File: config.mk
export PLATFORM = sky130hd
export DESIGN_NAME = dps_ctrl_flat
export DESIGN_NICKNAME = d
export VERILOG_FILES = /design/src/verilog/dps_pkg.sv /design/src/verilog/dps_if.sv /design/src/verilog/dps_ctrl.sv /design/src/flat_wrapper.sv
export SDC_FILE = /design/constraint.sdc
export NUM_CORES = 1
export LEC_CHECK = 0
export BUFFER_PORTS_ARGS = -buffer_cell sky130_fd_sc_hd__buf_2
export CORE_UTILIZATION = 54
export DETAILED_ROUTE_END_ITERATION = 6
export MAX_ROUTING_LAYER = met4
export PLACE_DENSITY = 0.76
export REMOVE_ABC_BUFFERS = 1
export SYNTH_ARGS = -nofsm -noshare
export SYNTH_HDL_FRONTEND = slang
export SYNTH_SLANG_ARGS = --single-unit
export TNS_END_PERCENT = 5
File: constraint.sdc
create_clock -name clk -period 2.8 [get_ports clk]
set_input_delay 0.56 -clock clk [delete_from_list [all_inputs] [get_ports clk]]
set_output_delay 0.56 -clock clk [all_outputs]
set_load 0.005 [all_outputs]
File: src/verilog/dps_pkg.sv
// Shared constants, codes and state types for the DDR3 power-state controller and device ends.
package dps_pkg;
  localparam int CLK_MHZ = 250;
  localparam int CLK_NS = 4;
  localparam int BA_W = 3;
  localparam int ADDR_W = 14;
  localparam int DQ_W = 16;
  localparam int DM_W = 2;
  localparam int BANKS = 8;
  localparam int CNT_W = 20;
  localparam int TMR_W = 10;
  localparam int APB_AW = 8;

  localparam int RESET_HOLD_US = 200;
  localparam int CKE_LEAD_NS = 10;
  localparam int INIT_WAIT_US = 500;
  localparam int CLK_STABLE_NS = 10;
  localparam int CLK_STABLE_TCK = 5;
  localparam int XPR_MIN_TCK = 5;
  localparam int SR_WR_NCK = 512;
  localparam int CKE_LEAD_CYC = (CKE_LEAD_NS + CLK_NS - 1) / CLK_NS;
  localparam int CLK_STABLE_CYC = ((CLK_STABLE_NS + CLK_NS - 1) / CLK_NS > CLK_STABLE_TCK) ?
                                  (CLK_STABLE_NS + CLK_NS - 1) / CLK_NS : CLK_STABLE_TCK;
  localparam int TCKE_CYC = 3;
  localparam int TXS_CYC = 100;
  localparam int TXP_CYC = 3;
  localparam int TXSDLL_CYC = 512;
  localparam int TMRD_CYC = 4;
  localparam int TMOD_CYC = 12;
  localparam int TDLLK_CYC = 512;
  localparam int TZQINIT_CYC = 512;
  localparam int BURST_CYC = 4;
  localparam int TXPR_CYC = (TXS_CYC > XPR_MIN_TCK) ? TXS_CYC : XPR_MIN_TCK;
  localparam int TINIT_CYC = (TDLLK_CYC > TZQINIT_CYC) ? TDLLK_CYC : TZQINIT_CYC;

  localparam logic [CNT_W-1:0] CNT_ONE = 20'h00001;
  localparam logic [TMR_W-1:0] TMR_ONE = 10'h001;
  localparam logic [TMR_W-1:0] TMR_ZERO = 10'h000;

  // Command code is {cs_n, ras_n, cas_n, we_n}; any code with cs_n high is a deselect.
  localparam logic [3:0] CMD_MRS = 4'h0;
  localparam logic [3:0] CMD_REF = 4'h1;
  localparam logic [3:0] CMD_PRE = 4'h2;
  localparam logic [3:0] CMD_ACT = 4'h3;
  localparam logic [3:0] CMD_WR = 4'h4;
  localparam logic [3:0] CMD_RD = 4'h5;
  localparam logic [3:0] CMD_ZQ = 4'h6;
  localparam logic [3:0] CMD_NOP = 4'h7;
  localparam logic [3:0] CMD_DES = 4'h8;

  localparam logic [BA_W-1:0] BA_MR0 = 3'h0;
  localparam logic [BA_W-1:0] BA_MR1 = 3'h1;
  localparam logic [BA_W-1:0] BA_MR2 = 3'h2;
  localparam logic [BA_W-1:0] BA_MR3 = 3'h3;
  localparam int MR1_DLL_BIT = 0;
  localparam int MR0_DLLRST_BIT = 8;
  localparam int AP_BIT = 10;

  localparam logic [APB_AW-1:0] OFF_CTRL = 8'h00;
  localparam logic [APB_AW-1:0] OFF_CMD = 8'h04;
  localparam logic [APB_AW-1:0] OFF_WDATA = 8'h08;
  localparam logic [APB_AW-1:0] OFF_MR01 = 8'h0C;
  localparam logic [APB_AW-1:0] OFF_MR23 = 8'h10;
  localparam logic [APB_AW-1:0] OFF_STATUS = 8'h14;
  localparam int CTRL_INIT_BIT = 0;
  localparam int CTRL_ODT_BIT = 1;
  localparam int CMD_OP_LSB = 0;
  localparam int CMD_BA_LSB = 4;
  localparam int CMD_ADDR_LSB = 16;
  localparam int WD_MASK_LSB = 16;
  localparam int MR_LO_LSB = 0;
  localparam int MR_HI_LSB = 16;
  localparam int ST_DONE_BIT = 4;
  localparam int ST_PEND_BIT = 5;
  localparam int ST_CKE_BIT = 6;
  localparam int ST_RST_BIT = 7;

  localparam logic [3:0] OP_ACT = 4'h0;
  localparam logic [3:0] OP_RD = 4'h1;
  localparam logic [3:0] OP_WR = 4'h2;
  localparam logic [3:0] OP_PRE = 4'h3;
  localparam logic [3:0] OP_REF = 4'h4;
  localparam logic [3:0] OP_PDE = 4'h5;
  localparam logic [3:0] OP_PDX = 4'h6;
  localparam logic [3:0] OP_SRE = 4'h7;
  localparam logic [3:0] OP_SRX = 4'h8;

  typedef enum logic [2:0] {
    D_RESET = 3'h0, D_INIT = 3'h1, D_NORM = 3'h2, D_APD = 3'h3, D_PPD = 3'h4, D_SREF = 3'h5
  } dps_dev_state_t;

  typedef enum logic [3:0] {
    C_OFF = 4'h0, C_RSTHOLD = 4'h1, C_CKELEAD = 4'h2, C_WAIT = 4'h3, C_NOP = 4'h4,
    C_XPR = 4'h5, C_MRS = 4'h6, C_MOD = 4'h7, C_ZQ = 4'h8, C_READY = 4'h9,
    C_PD = 4'hA, C_SREF = 4'hB
  } dps_ctrl_state_t;
endpackage
File: src/verilog/dps_if.sv
// Pin bundle between the memory controller end and the DDR3 device end.
`timescale 1ns/100ps
interface dps_if;
  import dps_pkg::*;
  logic resetN;
  logic cke;
  logic csN;
  logic rasN;
  logic casN;
  logic weN;
  logic odt;
  logic [BA_W-1:0] ba;
  logic [ADDR_W-1:0] addr;
  logic [DM_W-1:0] dm;
  logic [DQ_W-1:0] dq;
  modport ctrl (output resetN, cke, csN, rasN, casN, weN, odt, ba, addr, dm, dq);
  modport dev (input resetN, cke, csN, rasN, casN, weN, odt, ba, addr, dm, dq);
endinterface

File: src/verilog/dps_ctrl.sv
// DDR3 controller end: power-up initialization, power-state commands and an APB register slave.
//
// Overview of operation
// [RULE_01] Device ignores pins while CKE stays low.
// [RULE_02] Power-down entry and exit only with DES/NOP.
// [RULE_03] Self refresh exit only with DES/NOP.
// [RULE_04] Closed banks give precharge, else active power-down.
// [RULE_05] Self refresh only by REF from idle.
// [RULE_06] No refresh happens during power-down.
// [RULE_07] Hold CKE for minimum pulse count.
// [RULE_08] DES during exit time; reads, ODT after DLL.
// [RULE_09] No write for 512 clocks after exit.
// [RULE_10] Termination off throughout self refresh.
// [RULE_11] Idle means closed, quiet, CKE high, timers done.
// [RULE_12] Masked write lanes are discarded.
// [RULE_13] Hold reset low 200 us at power-up.
// [RULE_14] CKE low 10 ns before reset release.
// [RULE_15] Wait 500 us after reset before CKE.
// [RULE_16] Stable clock and NOP before CKE rises.
// [RULE_17] CKE stays high until initialization ends.
// [RULE_18] Termination off until CKE first high.
// [RULE_19] ODT held low during initialization.
// [RULE_20] Wait reset-CKE-exit time before first mode set.
// [RULE_21] Mode registers in order MR2, MR3, MR1, MR0.
// [RULE_22] Long ZQ calibration, then wait DLL and ZQ.
`timescale 1ns/100ps
module dps_ctrl
  import dps_pkg::*;
#(
  parameter int unsigned RESET_HOLD_CYC = RESET_HOLD_US * CLK_MHZ,
  parameter int unsigned INIT_WAIT_CYC = INIT_WAIT_US * CLK_MHZ
) (
  input logic clk,
  input logic srst,
  input logic psel,
  input logic penable,
  input logic pwrite,
  input logic [APB_AW-1:0] paddr,
  input logic [31:0] pwdata,
  output logic [31:0] prdata,
  output logic pready,
  output logic pslverr,
  dps_if.ctrl dram
);
  typedef struct packed {
    dps_ctrl_state_t st;
    logic [CNT_W-1:0] cnt;
    logic [1:0] mrStep;
    logic [TMR_W-1:0] ckeHold;
    logic [TMR_W-1:0] xsCnt;
    logic [TMR_W-1:0] xsdllCnt;
    logic [TMR_W-1:0] wrBlkCnt;
    logic initEn;
    logic odtEn;
    logic pending;
    logic [31:0] cmdReg;
    logic [31:0] wdReg;
    logic [31:0] mr01;
    logic [31:0] mr23;
    logic pready;
    logic pslverr;
    logic [31:0] prdata;
    logic resetN;
    logic cke;
    logic odt;
    logic [3:0] cmd;
    logic [BA_W-1:0] ba;
    logic [ADDR_W-1:0] addr;
    logic [DM_W-1:0] dm;
    logic [DQ_W-1:0] dq;
  } dps_ctrl_regs_t;

  dps_ctrl_regs_t r_r;
  dps_ctrl_regs_t r_nxt;
  logic [3:0] op;
  logic [BA_W-1:0] opBa;
  logic [ADDR_W-1:0] opAddr;
  logic [ADDR_W-1:0] mrVal;
  logic [BA_W-1:0] mrBa;

  assign op = r_r.cmdReg[CMD_OP_LSB +: 4];
  assign opBa = r_r.cmdReg[CMD_BA_LSB +: BA_W];
  assign opAddr = r_r.cmdReg[CMD_ADDR_LSB +: ADDR_W];

  // Mode register order is fixed; the DLL bits are forced so software cannot break the sequence.
  always_comb begin
    unique case (r_r.mrStep)
      2'h0: begin
        mrBa = BA_MR2; // [RULE_21]
        mrVal = r_r.mr23[MR_LO_LSB +: ADDR_W];
      end
      2'h1: begin
        mrBa = BA_MR3;
        mrVal = r_r.mr23[MR_HI_LSB +: ADDR_W];
      end
      2'h2: begin
        mrBa = BA_MR1;
        mrVal = r_r.mr01[MR_HI_LSB +: ADDR_W];
        mrVal[MR1_DLL_BIT] = 1'b0; // [RULE_21]
      end
      2'h3: begin
        mrBa = BA_MR0;
        mrVal = r_r.mr01[MR_LO_LSB +: ADDR_W];
        mrVal[MR0_DLLRST_BIT] = 1'b1; // [RULE_21]
      end
    endcase
  end

  always_comb begin
    r_nxt = r_r;
    r_nxt.cmd = CMD_DES;
    r_nxt.pready = 1'b0;
    r_nxt.pslverr = 1'b0;
    r_nxt.cnt = (r_r.cnt != '0) ? r_r.cnt - CNT_ONE : r_r.cnt;
    r_nxt.ckeHold = (r_r.ckeHold != TMR_ZERO) ? r_r.ckeHold - TMR_ONE : r_r.ckeHold;
    r_nxt.xsCnt = (r_r.xsCnt != TMR_ZERO) ? r_r.xsCnt - TMR_ONE : r_r.xsCnt;
    r_nxt.xsdllCnt = (r_r.xsdllCnt != TMR_ZERO) ? r_r.xsdllCnt - TMR_ONE : r_r.xsdllCnt;
    r_nxt.wrBlkCnt = (r_r.wrBlkCnt != TMR_ZERO) ? r_r.wrBlkCnt - TMR_ONE : r_r.wrBlkCnt;
    unique case (r_r.st)
      C_OFF: begin
        if (r_r.initEn) begin
          r_nxt.st = C_RSTHOLD;
          r_nxt.cnt = CNT_W'(RESET_HOLD_CYC - 1); // [RULE_13]
        end
      end
      C_RSTHOLD: begin
        if (r_r.cnt == '0) begin
          r_nxt.st = C_CKELEAD;
          r_nxt.cnt = CNT_W'(CKE_LEAD_CYC - 1); // [RULE_14]
        end
      end
      C_CKELEAD: begin
        if (r_r.cnt == '0) begin
          r_nxt.resetN = 1'b1;
          r_nxt.st = C_WAIT;
          r_nxt.cnt = CNT_W'((INIT_WAIT_CYC > CLK_STABLE_CYC) ? INIT_WAIT_CYC - 1 :
                             CLK_STABLE_CYC - 1); // [RULE_15]
        end
      end
      C_WAIT: begin
        if (r_r.cnt == '0) begin
          r_nxt.st = C_NOP;
          r_nxt.cmd = CMD_NOP; // [RULE_16]
        end
      end
      C_NOP: begin
        // Termination request stays low from the first CKE rise until start-up ends.
        r_nxt.odt = 1'b0; // [RULE_19]
        r_nxt.cke = 1'b1; // [RULE_17]
        r_nxt.st = C_XPR;
        r_nxt.cnt = CNT_W'(TXPR_CYC); // [RULE_20]
      end
      C_XPR: begin
        if (r_r.cnt == '0) begin
          r_nxt.st = C_MRS;
          r_nxt.mrStep = 2'h0;
        end
      end
      C_MRS: begin
        if (r_r.cnt == '0) begin
          r_nxt.cmd = CMD_MRS;
          r_nxt.ba = mrBa;
          r_nxt.addr = mrVal;
          r_nxt.mrStep = r_r.mrStep + 2'h1;
          r_nxt.cnt = CNT_W'((r_r.mrStep == 2'h3) ? TMOD_CYC - 1 : TMRD_CYC - 1);
          r_nxt.st = (r_r.mrStep == 2'h3) ? C_MOD : C_MRS;
        end
      end
      C_MOD: begin
        if (r_r.cnt == '0) begin
          r_nxt.cmd = CMD_ZQ;
          r_nxt.addr = '0;
          r_nxt.addr[AP_BIT] = 1'b1; // [RULE_22]
          r_nxt.st = C_ZQ;
          r_nxt.cnt = CNT_W'(TINIT_CYC - 1); // [RULE_22]
        end
      end
      C_ZQ: begin
        if (r_r.cnt == '0) begin
          r_nxt.st = C_READY;
        end
      end
      C_READY: begin
        // DES fills every cycle of the exit window; after self refresh exit reads wait for DLL, writes for 512 clocks.
        if (r_r.pending && r_r.xsCnt == TMR_ZERO && r_r.ckeHold == TMR_ZERO) begin // [RULE_08]
          r_nxt.ba = opBa;
          r_nxt.addr = opAddr;
          r_nxt.pending = 1'b0;
          unique case (op)
            OP_ACT: r_nxt.cmd = CMD_ACT;
            OP_PRE: r_nxt.cmd = CMD_PRE;
            OP_REF: r_nxt.cmd = CMD_REF;
            OP_RD: begin
              r_nxt.pending = (r_r.xsdllCnt != TMR_ZERO); // [RULE_08]
              r_nxt.cmd = r_nxt.pending ? CMD_DES : CMD_RD;
            end
            OP_WR: begin
              r_nxt.pending = (r_r.wrBlkCnt != TMR_ZERO); // [RULE_09]
              r_nxt.cmd = r_nxt.pending ? CMD_DES : CMD_WR;
              r_nxt.dq = r_r.wdReg[DQ_W-1:0];
              r_nxt.dm = r_r.wdReg[WD_MASK_LSB +: DM_W];
            end
            OP_PDE: begin
              r_nxt.cke = 1'b0; // [RULE_02]
              r_nxt.ckeHold = TMR_W'(TCKE_CYC); // [RULE_07]
              r_nxt.st = C_PD;
            end
            OP_SRE: begin
              r_nxt.cke = 1'b0;
              r_nxt.cmd = CMD_REF;
              r_nxt.odt = 1'b0;
              r_nxt.ckeHold = TMR_W'(TCKE_CYC); // [RULE_07]
              r_nxt.st = C_SREF;
            end
            default: begin
            end
          endcase
        end
        if (r_nxt.st == C_READY) begin
          r_nxt.odt = r_r.odtEn && (r_r.xsdllCnt == TMR_ZERO); // [RULE_08]
        end
      end
      C_PD, C_SREF: begin
        if (r_r.st == C_SREF) begin
          r_nxt.odt = 1'b0;
        end
        if (r_r.pending && r_r.ckeHold == TMR_ZERO) begin
          r_nxt.pending = 1'b0;
          if ((r_r.st == C_PD && op == OP_PDX) || (r_r.st == C_SREF && op == OP_SRX)) begin
            r_nxt.cke = 1'b1; // [RULE_03]
            r_nxt.ckeHold = TMR_W'(TCKE_CYC); // [RULE_07]
            r_nxt.st = C_READY;
            if (r_r.st == C_PD) begin
              r_nxt.xsCnt = TMR_W'(TXP_CYC);
            end else begin
              r_nxt.xsCnt = TMR_W'(TXS_CYC); // [RULE_08]
              r_nxt.xsdllCnt = TMR_W'(TXSDLL_CYC);
              r_nxt.wrBlkCnt = TMR_W'(SR_WR_NCK); // [RULE_09]
            end
          end
        end
      end
      default: r_nxt.st = C_OFF;
    endcase
    if (psel && !penable) begin
      r_nxt.pready = 1'b1;
      r_nxt.prdata = '0;
      unique case (paddr)
        OFF_CTRL: begin
          r_nxt.prdata[CTRL_INIT_BIT] = r_r.initEn;
          r_nxt.prdata[CTRL_ODT_BIT] = r_r.odtEn;
        end
        OFF_CMD: r_nxt.prdata = r_r.cmdReg;
        OFF_WDATA: r_nxt.prdata = r_r.wdReg;
        OFF_MR01: r_nxt.prdata = r_r.mr01;
        OFF_MR23: r_nxt.prdata = r_r.mr23;
        OFF_STATUS: begin
          r_nxt.prdata[3:0] = r_r.st;
          r_nxt.prdata[ST_DONE_BIT] = (r_r.st == C_READY) || (r_r.st == C_PD) ||
                                      (r_r.st == C_SREF);
          r_nxt.prdata[ST_PEND_BIT] = r_r.pending;
          r_nxt.prdata[ST_CKE_BIT] = r_r.cke;
          r_nxt.prdata[ST_RST_BIT] = r_r.resetN;
        end
        default: r_nxt.pslverr = 1'b1;
      endcase
    end
    // A command written while one is still queued is dropped; software polls the pending bit.
    if (psel && penable && r_r.pready && pwrite && !r_r.pslverr) begin
      unique case (paddr)
        OFF_CTRL: begin
          r_nxt.initEn = pwdata[CTRL_INIT_BIT];
          r_nxt.odtEn = pwdata[CTRL_ODT_BIT];
        end
        OFF_CMD: begin
          if (!r_nxt.pending) begin
            r_nxt.cmdReg = pwdata;
            r_nxt.pending = 1'b1;
          end
        end
        OFF_WDATA: r_nxt.wdReg = pwdata;
        OFF_MR01: r_nxt.mr01 = pwdata;
        OFF_MR23: r_nxt.mr23 = pwdata;
        default: begin
        end
      endcase
    end
  end

  always_ff @(posedge clk) begin
    if (srst) begin
      r_r <= '0;
      r_r.cmd <= CMD_DES;
    end else begin
      r_r <= r_nxt;
    end
  end

  assign prdata = r_r.prdata;
  assign pready = r_r.pready;
  assign pslverr = r_r.pslverr;
  assign dram.resetN = r_r.resetN;
  assign dram.cke = r_r.cke;
  assign dram.csN = r_r.cmd[3];
  assign dram.rasN = r_r.cmd[2];
  assign dram.casN = r_r.cmd[1];
  assign dram.weN = r_r.cmd[0];
  assign dram.odt = r_r.odt;
  assign dram.ba = r_r.ba;
  assign dram.addr = r_r.addr;
  assign dram.dm = r_r.dm;
  assign dram.dq = r_r.dq;
endmodule

File: src/flat_wrapper.sv
// flat-port wrapper written by rule: the top's interface ports become plain ports
module dps_ctrl_flat import dps_pkg::*;
#(
  parameter int unsigned RESET_HOLD_CYC = RESET_HOLD_US * CLK_MHZ,
  parameter int unsigned INIT_WAIT_CYC = INIT_WAIT_US * CLK_MHZ
)
  (clk, srst, psel, penable, pwrite, paddr, pwdata, prdata, pready, pslverr, dram_resetN, dram_cke, dram_csN, dram_rasN, dram_casN, dram_weN, dram_odt, dram_ba, dram_addr, dram_dm, dram_dq);
  dps_if dram_i ();
  input logic clk;
  input logic srst;
  input logic psel;
  input logic penable;
  input logic pwrite;
  input logic [APB_AW-1:0] paddr;
  input logic [31:0] pwdata;
  output logic [31:0] prdata;
  output logic pready;
  output logic pslverr;
  output wire logic [$bits(dram_i.resetN)-1:0] dram_resetN;
  output wire logic [$bits(dram_i.cke)-1:0] dram_cke;
  output wire logic [$bits(dram_i.csN)-1:0] dram_csN;
  output wire logic [$bits(dram_i.rasN)-1:0] dram_rasN;
  output wire logic [$bits(dram_i.casN)-1:0] dram_casN;
  output wire logic [$bits(dram_i.weN)-1:0] dram_weN;
  output wire logic [$bits(dram_i.odt)-1:0] dram_odt;
  output wire logic [$bits(dram_i.ba)-1:0] dram_ba;
  output wire logic [$bits(dram_i.addr)-1:0] dram_addr;
  output wire logic [$bits(dram_i.dm)-1:0] dram_dm;
  output wire logic [$bits(dram_i.dq)-1:0] dram_dq;
  assign dram_resetN = dram_i.resetN;
  assign dram_cke = dram_i.cke;
  assign dram_csN = dram_i.csN;
  assign dram_rasN = dram_i.rasN;
  assign dram_casN = dram_i.casN;
  assign dram_weN = dram_i.weN;
  assign dram_odt = dram_i.odt;
  assign dram_ba = dram_i.ba;
  assign dram_addr = dram_i.addr;
  assign dram_dm = dram_i.dm;
  assign dram_dq = dram_i.dq;
  dps_ctrl #(.RESET_HOLD_CYC(RESET_HOLD_CYC), .INIT_WAIT_CYC(INIT_WAIT_CYC)) u_core (.clk(clk), .srst(srst), .psel(psel), .penable(penable), .pwrite(pwrite), .paddr(paddr), .pwdata(pwdata), .prdata(prdata), .pready(pready), .pslverr(pslverr), .dram(dram_i));
endmodule
Yosys cells after proc, flatten, opt, wreduce, memory -nomap -nowiden --
Index checks and enable logic that the tools add are counted.
Storage, ports and cells: register bits after elaboration 273, bits in latches 0, RAM bits 0, memory bits (read-only) 0, input bits 45, output and inout bits 76, logic and storage cells 195, memories kept 0
Cells by class: $add $sub $neg 6, multipliers 0, divide/modulo/power cells 0, magnitude comparators 0, equal/unequal tests 43, shift operators 0, muxes and demuxes 68, bitwise operators 2, reduce and logical (&&, ||, !) cells 51
Operator list (count):
- 129-bit 2-to-1 mux | 1
- 32-bit 2-to-1 mux | 4
- 20-bit case mux with 6 select lines | 1
- 24-bit 2-to-1 mux | 4
- 24-bit case mux with 4 select lines | 1
- 40-bit 2-to-1 mux | 2
- 10-bit 2-to-1 mux | 6
- 14-bit case mux with 4 select lines | 1
- 4-bit 2-to-1 mux | 12
- 4-bit case mux with 11 select lines | 1
- 14-bit case mux with 3 select lines | 1
- 41-bit 2-to-1 mux | 1
- 20-bit 2-to-1 mux | 2
- 10-bit nonzero test | 4
- 10-bit by 1-bit subtractor with 10-bit output, second input constant | 4
- 34-bit 2-to-1 mux | 1
- 33-bit 2-to-1 mux | 1
- 4-bit by 3-bit == test with 1-bit output, second input constant | 8
- 10-bit logical NOT | 3
- 30-bit 2-to-1 mux | 1
- 6-bit case mux with 5 select lines | 1
- 26-bit 2-to-1 mux | 1
- 4-bit == test, second input constant | 6
- 2-bit by 1-bit != test with 1-bit output, second input constant | 12
- other kinds (46) | 91

Depth between registers and ports, before layout --
word-level depth 8, gate-level depth with buffers 12, depth with buffers taken out 11

Least setup slack after synthesis --
OpenSTA, ideal clock, no wires.
kind reg2reg, from register u_core.r_r[260] (netlist bit), to register u_core.r_r[249] (netlist bit), library setup time 0.136 ns, data arrival time 2.584 ns, required time 2.664 ns, slack 0.080 ns, stages on the path, launching flop included 12, path buffers 2, clock period less this slack 2.720 ns, cell sequence dfxtp_1 > or4_1 > clkbuf_1 > or3_4 > nor2_4 > inv_2 > buf_1 > ha_1 > nand3b_1 > a21oi_1 > a2111oi_0 > a211oi_1
On the way: longest elaborated chain between the ends 4, elaborated cells between the ends (all ways) 9, those cells by class mux (7); reduce/logical (2)
Ends and longest elaborated chain:
- from (decl) | line dps_ctrl.sv:73 | dps_ctrl_regs_t r_r;
- from (signal assigned) | line dps_ctrl.sv:295 | r_r <= r_nxt;
- 20-bit nonzero test | line dps_ctrl.sv:114 | r_nxt.cnt = (r_r.cnt != '0) ? r_r.cnt - CNT_ONE : r_r.cnt;
- 20-bit 2-to-1 mux | line dps_ctrl.sv:114
- 24-bit 2-to-1 mux (tied with other cells) | line dps_ctrl.sv:170 | if (r_r.cnt == '0) begin
- 20-bit case mux with 6 select lines (*) | line dps_ctrl.sv:119 | unique case (r_r.st)
Every way passes the cells marked *; elsewhere a longest branch is shown, timed or not. The select of a mux whose other input is x is not followed. A chain may end at the register's enable or synchronous reset.

Worst setup path in the final report --
from register u_core.r_r[217] (netlist bit), to register u_core.r_r (netlist bit u_core.opAddr[5])
On the way: longest elaborated chain between the ends 6
Ends and longest elaborated chain:
- 10-bit nonzero test | line dps_ctrl.sv:194 | r_nxt.pending = (r_r.xsdllCnt != TMR_ZERO);
- 1-bit case mux with 2 select lines | line dps_ctrl.sv:189 | unique case (op)
- 1-bit 2-to-1 mux | line dps_ctrl.sv:185 | if (r_r.pending && r_r.xsCnt == TMR_ZERO && r_r.ckeHold == TMR_ZERO) begin
- 1-bit case mux with 2 select lines | line dps_ctrl.sv:119
- 1-bit inverter (no source line)
- 3-bit AND reduction (no source line)
No other way between the ends.

==> metrics <==
Setup Crit Path Kind=flop to flop; final setup margin=around 120 ps; full die area=about 25000 sq um; DR vias=between 10000 and 15000; synth-to-layout area growth=12.4%; H-tree depth=1; RSZ-0062 raised after global routing=no; routability-driven placement congestion ratio=0.974; hold endpoint=u_core.r_r[163]; root buf cell=clkbuf_16; CTS tree=yes; synth top area cells=dfxtp_1 41%, nand2_1 10%, a21oi_1 6.1%, mux2i_1 5.2%, nor2_1 4.2%; final hold vios=0; Starting Density=55.6%; FF-to-FF End=u_core.opAddr[5]; fill cell count=between 2000 and 2500; Cell Rows=56; CTS clock-pin slew for the worst setup and hold paths=around 60 ps; FMAX=around 370 MHz; Worst EP arrival=about 3200 ps; Setup Skew=about 11 ps; Slowest Stage Delay on Critical Path=around 470 ps; CP Cell Sequence=inv_1 -> ha_1 -> or3b_2 -> or4_1 -> inv_2 -> o22a_1 -> a32o_2 -> buf_4 -> mux2i_1; Reg-to-Reg Start=u_core.r_r[217]; Final nets=1723; Worst Hold Class=primary input to flop; post-synthesis sequential area ratio=between 40% and 50%; layout cells sized above 1=15.9%; Max Cap Violations=0; cts repair resizes=0; I/O Buffers=between 100 and 150; grt ovf=0; Slew Viols, Final=0; Die Ht=between 150 and 200 microns; initial antenna violation count=3; Antenna Violating Nets Remaining=0; critical path required time=between 3000 and 4000 ps; hold depth=3; Tot Pwr=around 12 mW; largest net degree at the start of global routing=slightly above 70; Peak VDD IR=0.436 mV; Cell variety after synth=79; Syn Area/Cell=8.07 sq um; Synth top area share=41.5%; synthesized instance count=1632; ys async rst share=0%; total CTS buffers=29; via density per instance=about 6.0; Post-Place Setup Slack=between 150 and 200 ps; initial DRC count=~1100; Longest Clk Path Bufs=3; most frequent cell after synthesis=nand2_1; Hold Startpoint=pwdata[23]; Clock Sinks=273; Crit. End Element=flop; Least-Margin Pin Slew=between 900 and 1000 ps; Buf+Inv Stages, Crit Path=3; fin util=between 60% and 70%; routed length per instance=between 15 and 20 microns; DP Wirelength=between 20000 and 30000 microns; crit path time final=approximately 2700 ps; Ys Warns=0; CP max stage cell=or4_1; Horiz. Die Dim=~160 microns; Post-Route WL=approximately 38000 microns; I/O pins=~120; EDFF count, synth=0; DRC violations left=0; synth cell count leaders=351 x nand2_1, 273 x dfxtp_1, 160 x a21oi_1; Fin Setup TNS=0 ps; cts hold-fix bufs=0; first-pass GRT wire length=approximately 60000 microns; vias in the first global route=roughly 11000; Final Cycle Share=between 90% and 100%; r2r setup slk=about 120 ps; top fanout value on the critical path=9; Worst Reg-to-Reg Cells=9; Setup Fix Bufs, Post-CTS=0; Synth area leader=dfxtp_1; overall global routing resource usage=roughly 31%; Worst-Skew Late Latency=around 560 ps; core area=roughly 24000 sq um; synthesized area=roughly 13000 sq um; Leakage=approximately 5.4 nW; top_reg_cell synth=dfxtp_1; Rel. slew slack=a little under two fifths; Yosys reg bits=between 200 and 300; Top delay family on crit path=simple AND/OR/NAND/NOR gates; PwrDens=around 790 nW/um^2; status=finished, final reports clean; critical path startpoint category=flop; drt pass-1 iters=5; Final setup viols=0
cell type report:
type,count,area (sq um),area share (%)
Multi-Input combinational cell,1158,6610,44.6
Sequential cell,273,5470,36.9
Timing Repair Buffer,183,1200,8.14
Clock buffer,42,845,5.70
Tap cell,319,399,2.70
Clock inverter,12,198,1.34
Inverter,21,78.8,0.532
Antenna cell,4,10.0,0.0676
worst max path at each step:
stage | startpoint | to | slack (ps) | cells after the start
after floorplan | u_core.r_r[217] | u_core.opAddr[0] | -520 | 8
after global placement | u_core.r_r[258] | u_core.r_r[249] | 240 | 9
after detailed placement | u_core.r_r[258] | u_core.r_r[249] | 170 | 9
after CTS | u_core.r_r[217] | u_core.opBa[1] | 150 | 9
after global routing | u_core.r_r[237] | u_core.dram.addr[10] | 50 | 10
final | u_core.r_r[217] | u_core.opAddr[5] | 120 | 9
placed cells by master (no fill, tap or decap), types with 27 or more instances in the layout:
cell type / instances
nor3_1: 37
mux2i_1: 69
buf_2: 119
a211oi_1: 27
a21oi_1: 160
nand2_1: 351
clkbuf_16: 29
nor2_1: 148
o21ai_0: 36
buf_4: 53
a22oi_1: 46
dfxtp_1: 273
cell families (layout without fill, tap and decap cells):
logic type,count (synthesis),in the layout,share of synthesized area (%)
compound gates,358,358,17.7
fa+ha+maj,12,12,1.14
simple gates,678,678,23.3
flops,273,273,41.5
mux,71,71,5.42
xor+xnor,39,39,2.59
other cells,0,4,0
buf+inv,201,258,8.44
layer usage:
layer  part of all wire [%]  up-vias  track usage (%)
li1                       -     5692                -
met1                     43     5795             39.8
met2                     46      569             49.2
met3                    8.0      100             4.46
met4                    3.4        0             13.4
met5                      0        -                -
per-stage QoR:
stage	instances	cell area (sq um)	hold slack (ps)
4_1_cts	2008	14800	264
5_1_grt	2011	14800	277
2_1_floorplan	1452	12100	430
6_report	2012	14800	274
3_3_place_gp	1954	13800	436
3_5_place_dp	1954	13800	444
worst register-to-register path: stages (launching register included):
cell     delay, ps
dfxtp_1        340
inv_1           70
ha_1           210
or3b_2         460
or4_1          470
inv_2           90
o22a_1         230
a32o_2         250
buf_4          240
mux2i_1        240
registers in the layout (all words and copies together) (netlist names), 2 cells and up:
| signal | count |
|---|---|
| u_core.r_r | 176 |
| u_core.prdata | 32 |
| u_core.dram.dq | 16 |
| u_core.dram.addr | 14 |
| u_core.opAddr | 14 |
| u_core.op | 4 |
| u_core.dram.ba | 3 |
| u_core.opBa | 3 |
| u_core.dram.dm | 2 |
power breakdown:
group | internal [mW] | switching, mW | total [mW]
clock network | 2.55 | 1.62 | 4.17
logic | 1.28 | 1.66 | 2.94
registers | 4.22 | 0.312 | 4.53
total | 8.05 | 3.59 | 11.6
No activity file was read; power rests on OpenSTA's default activity.
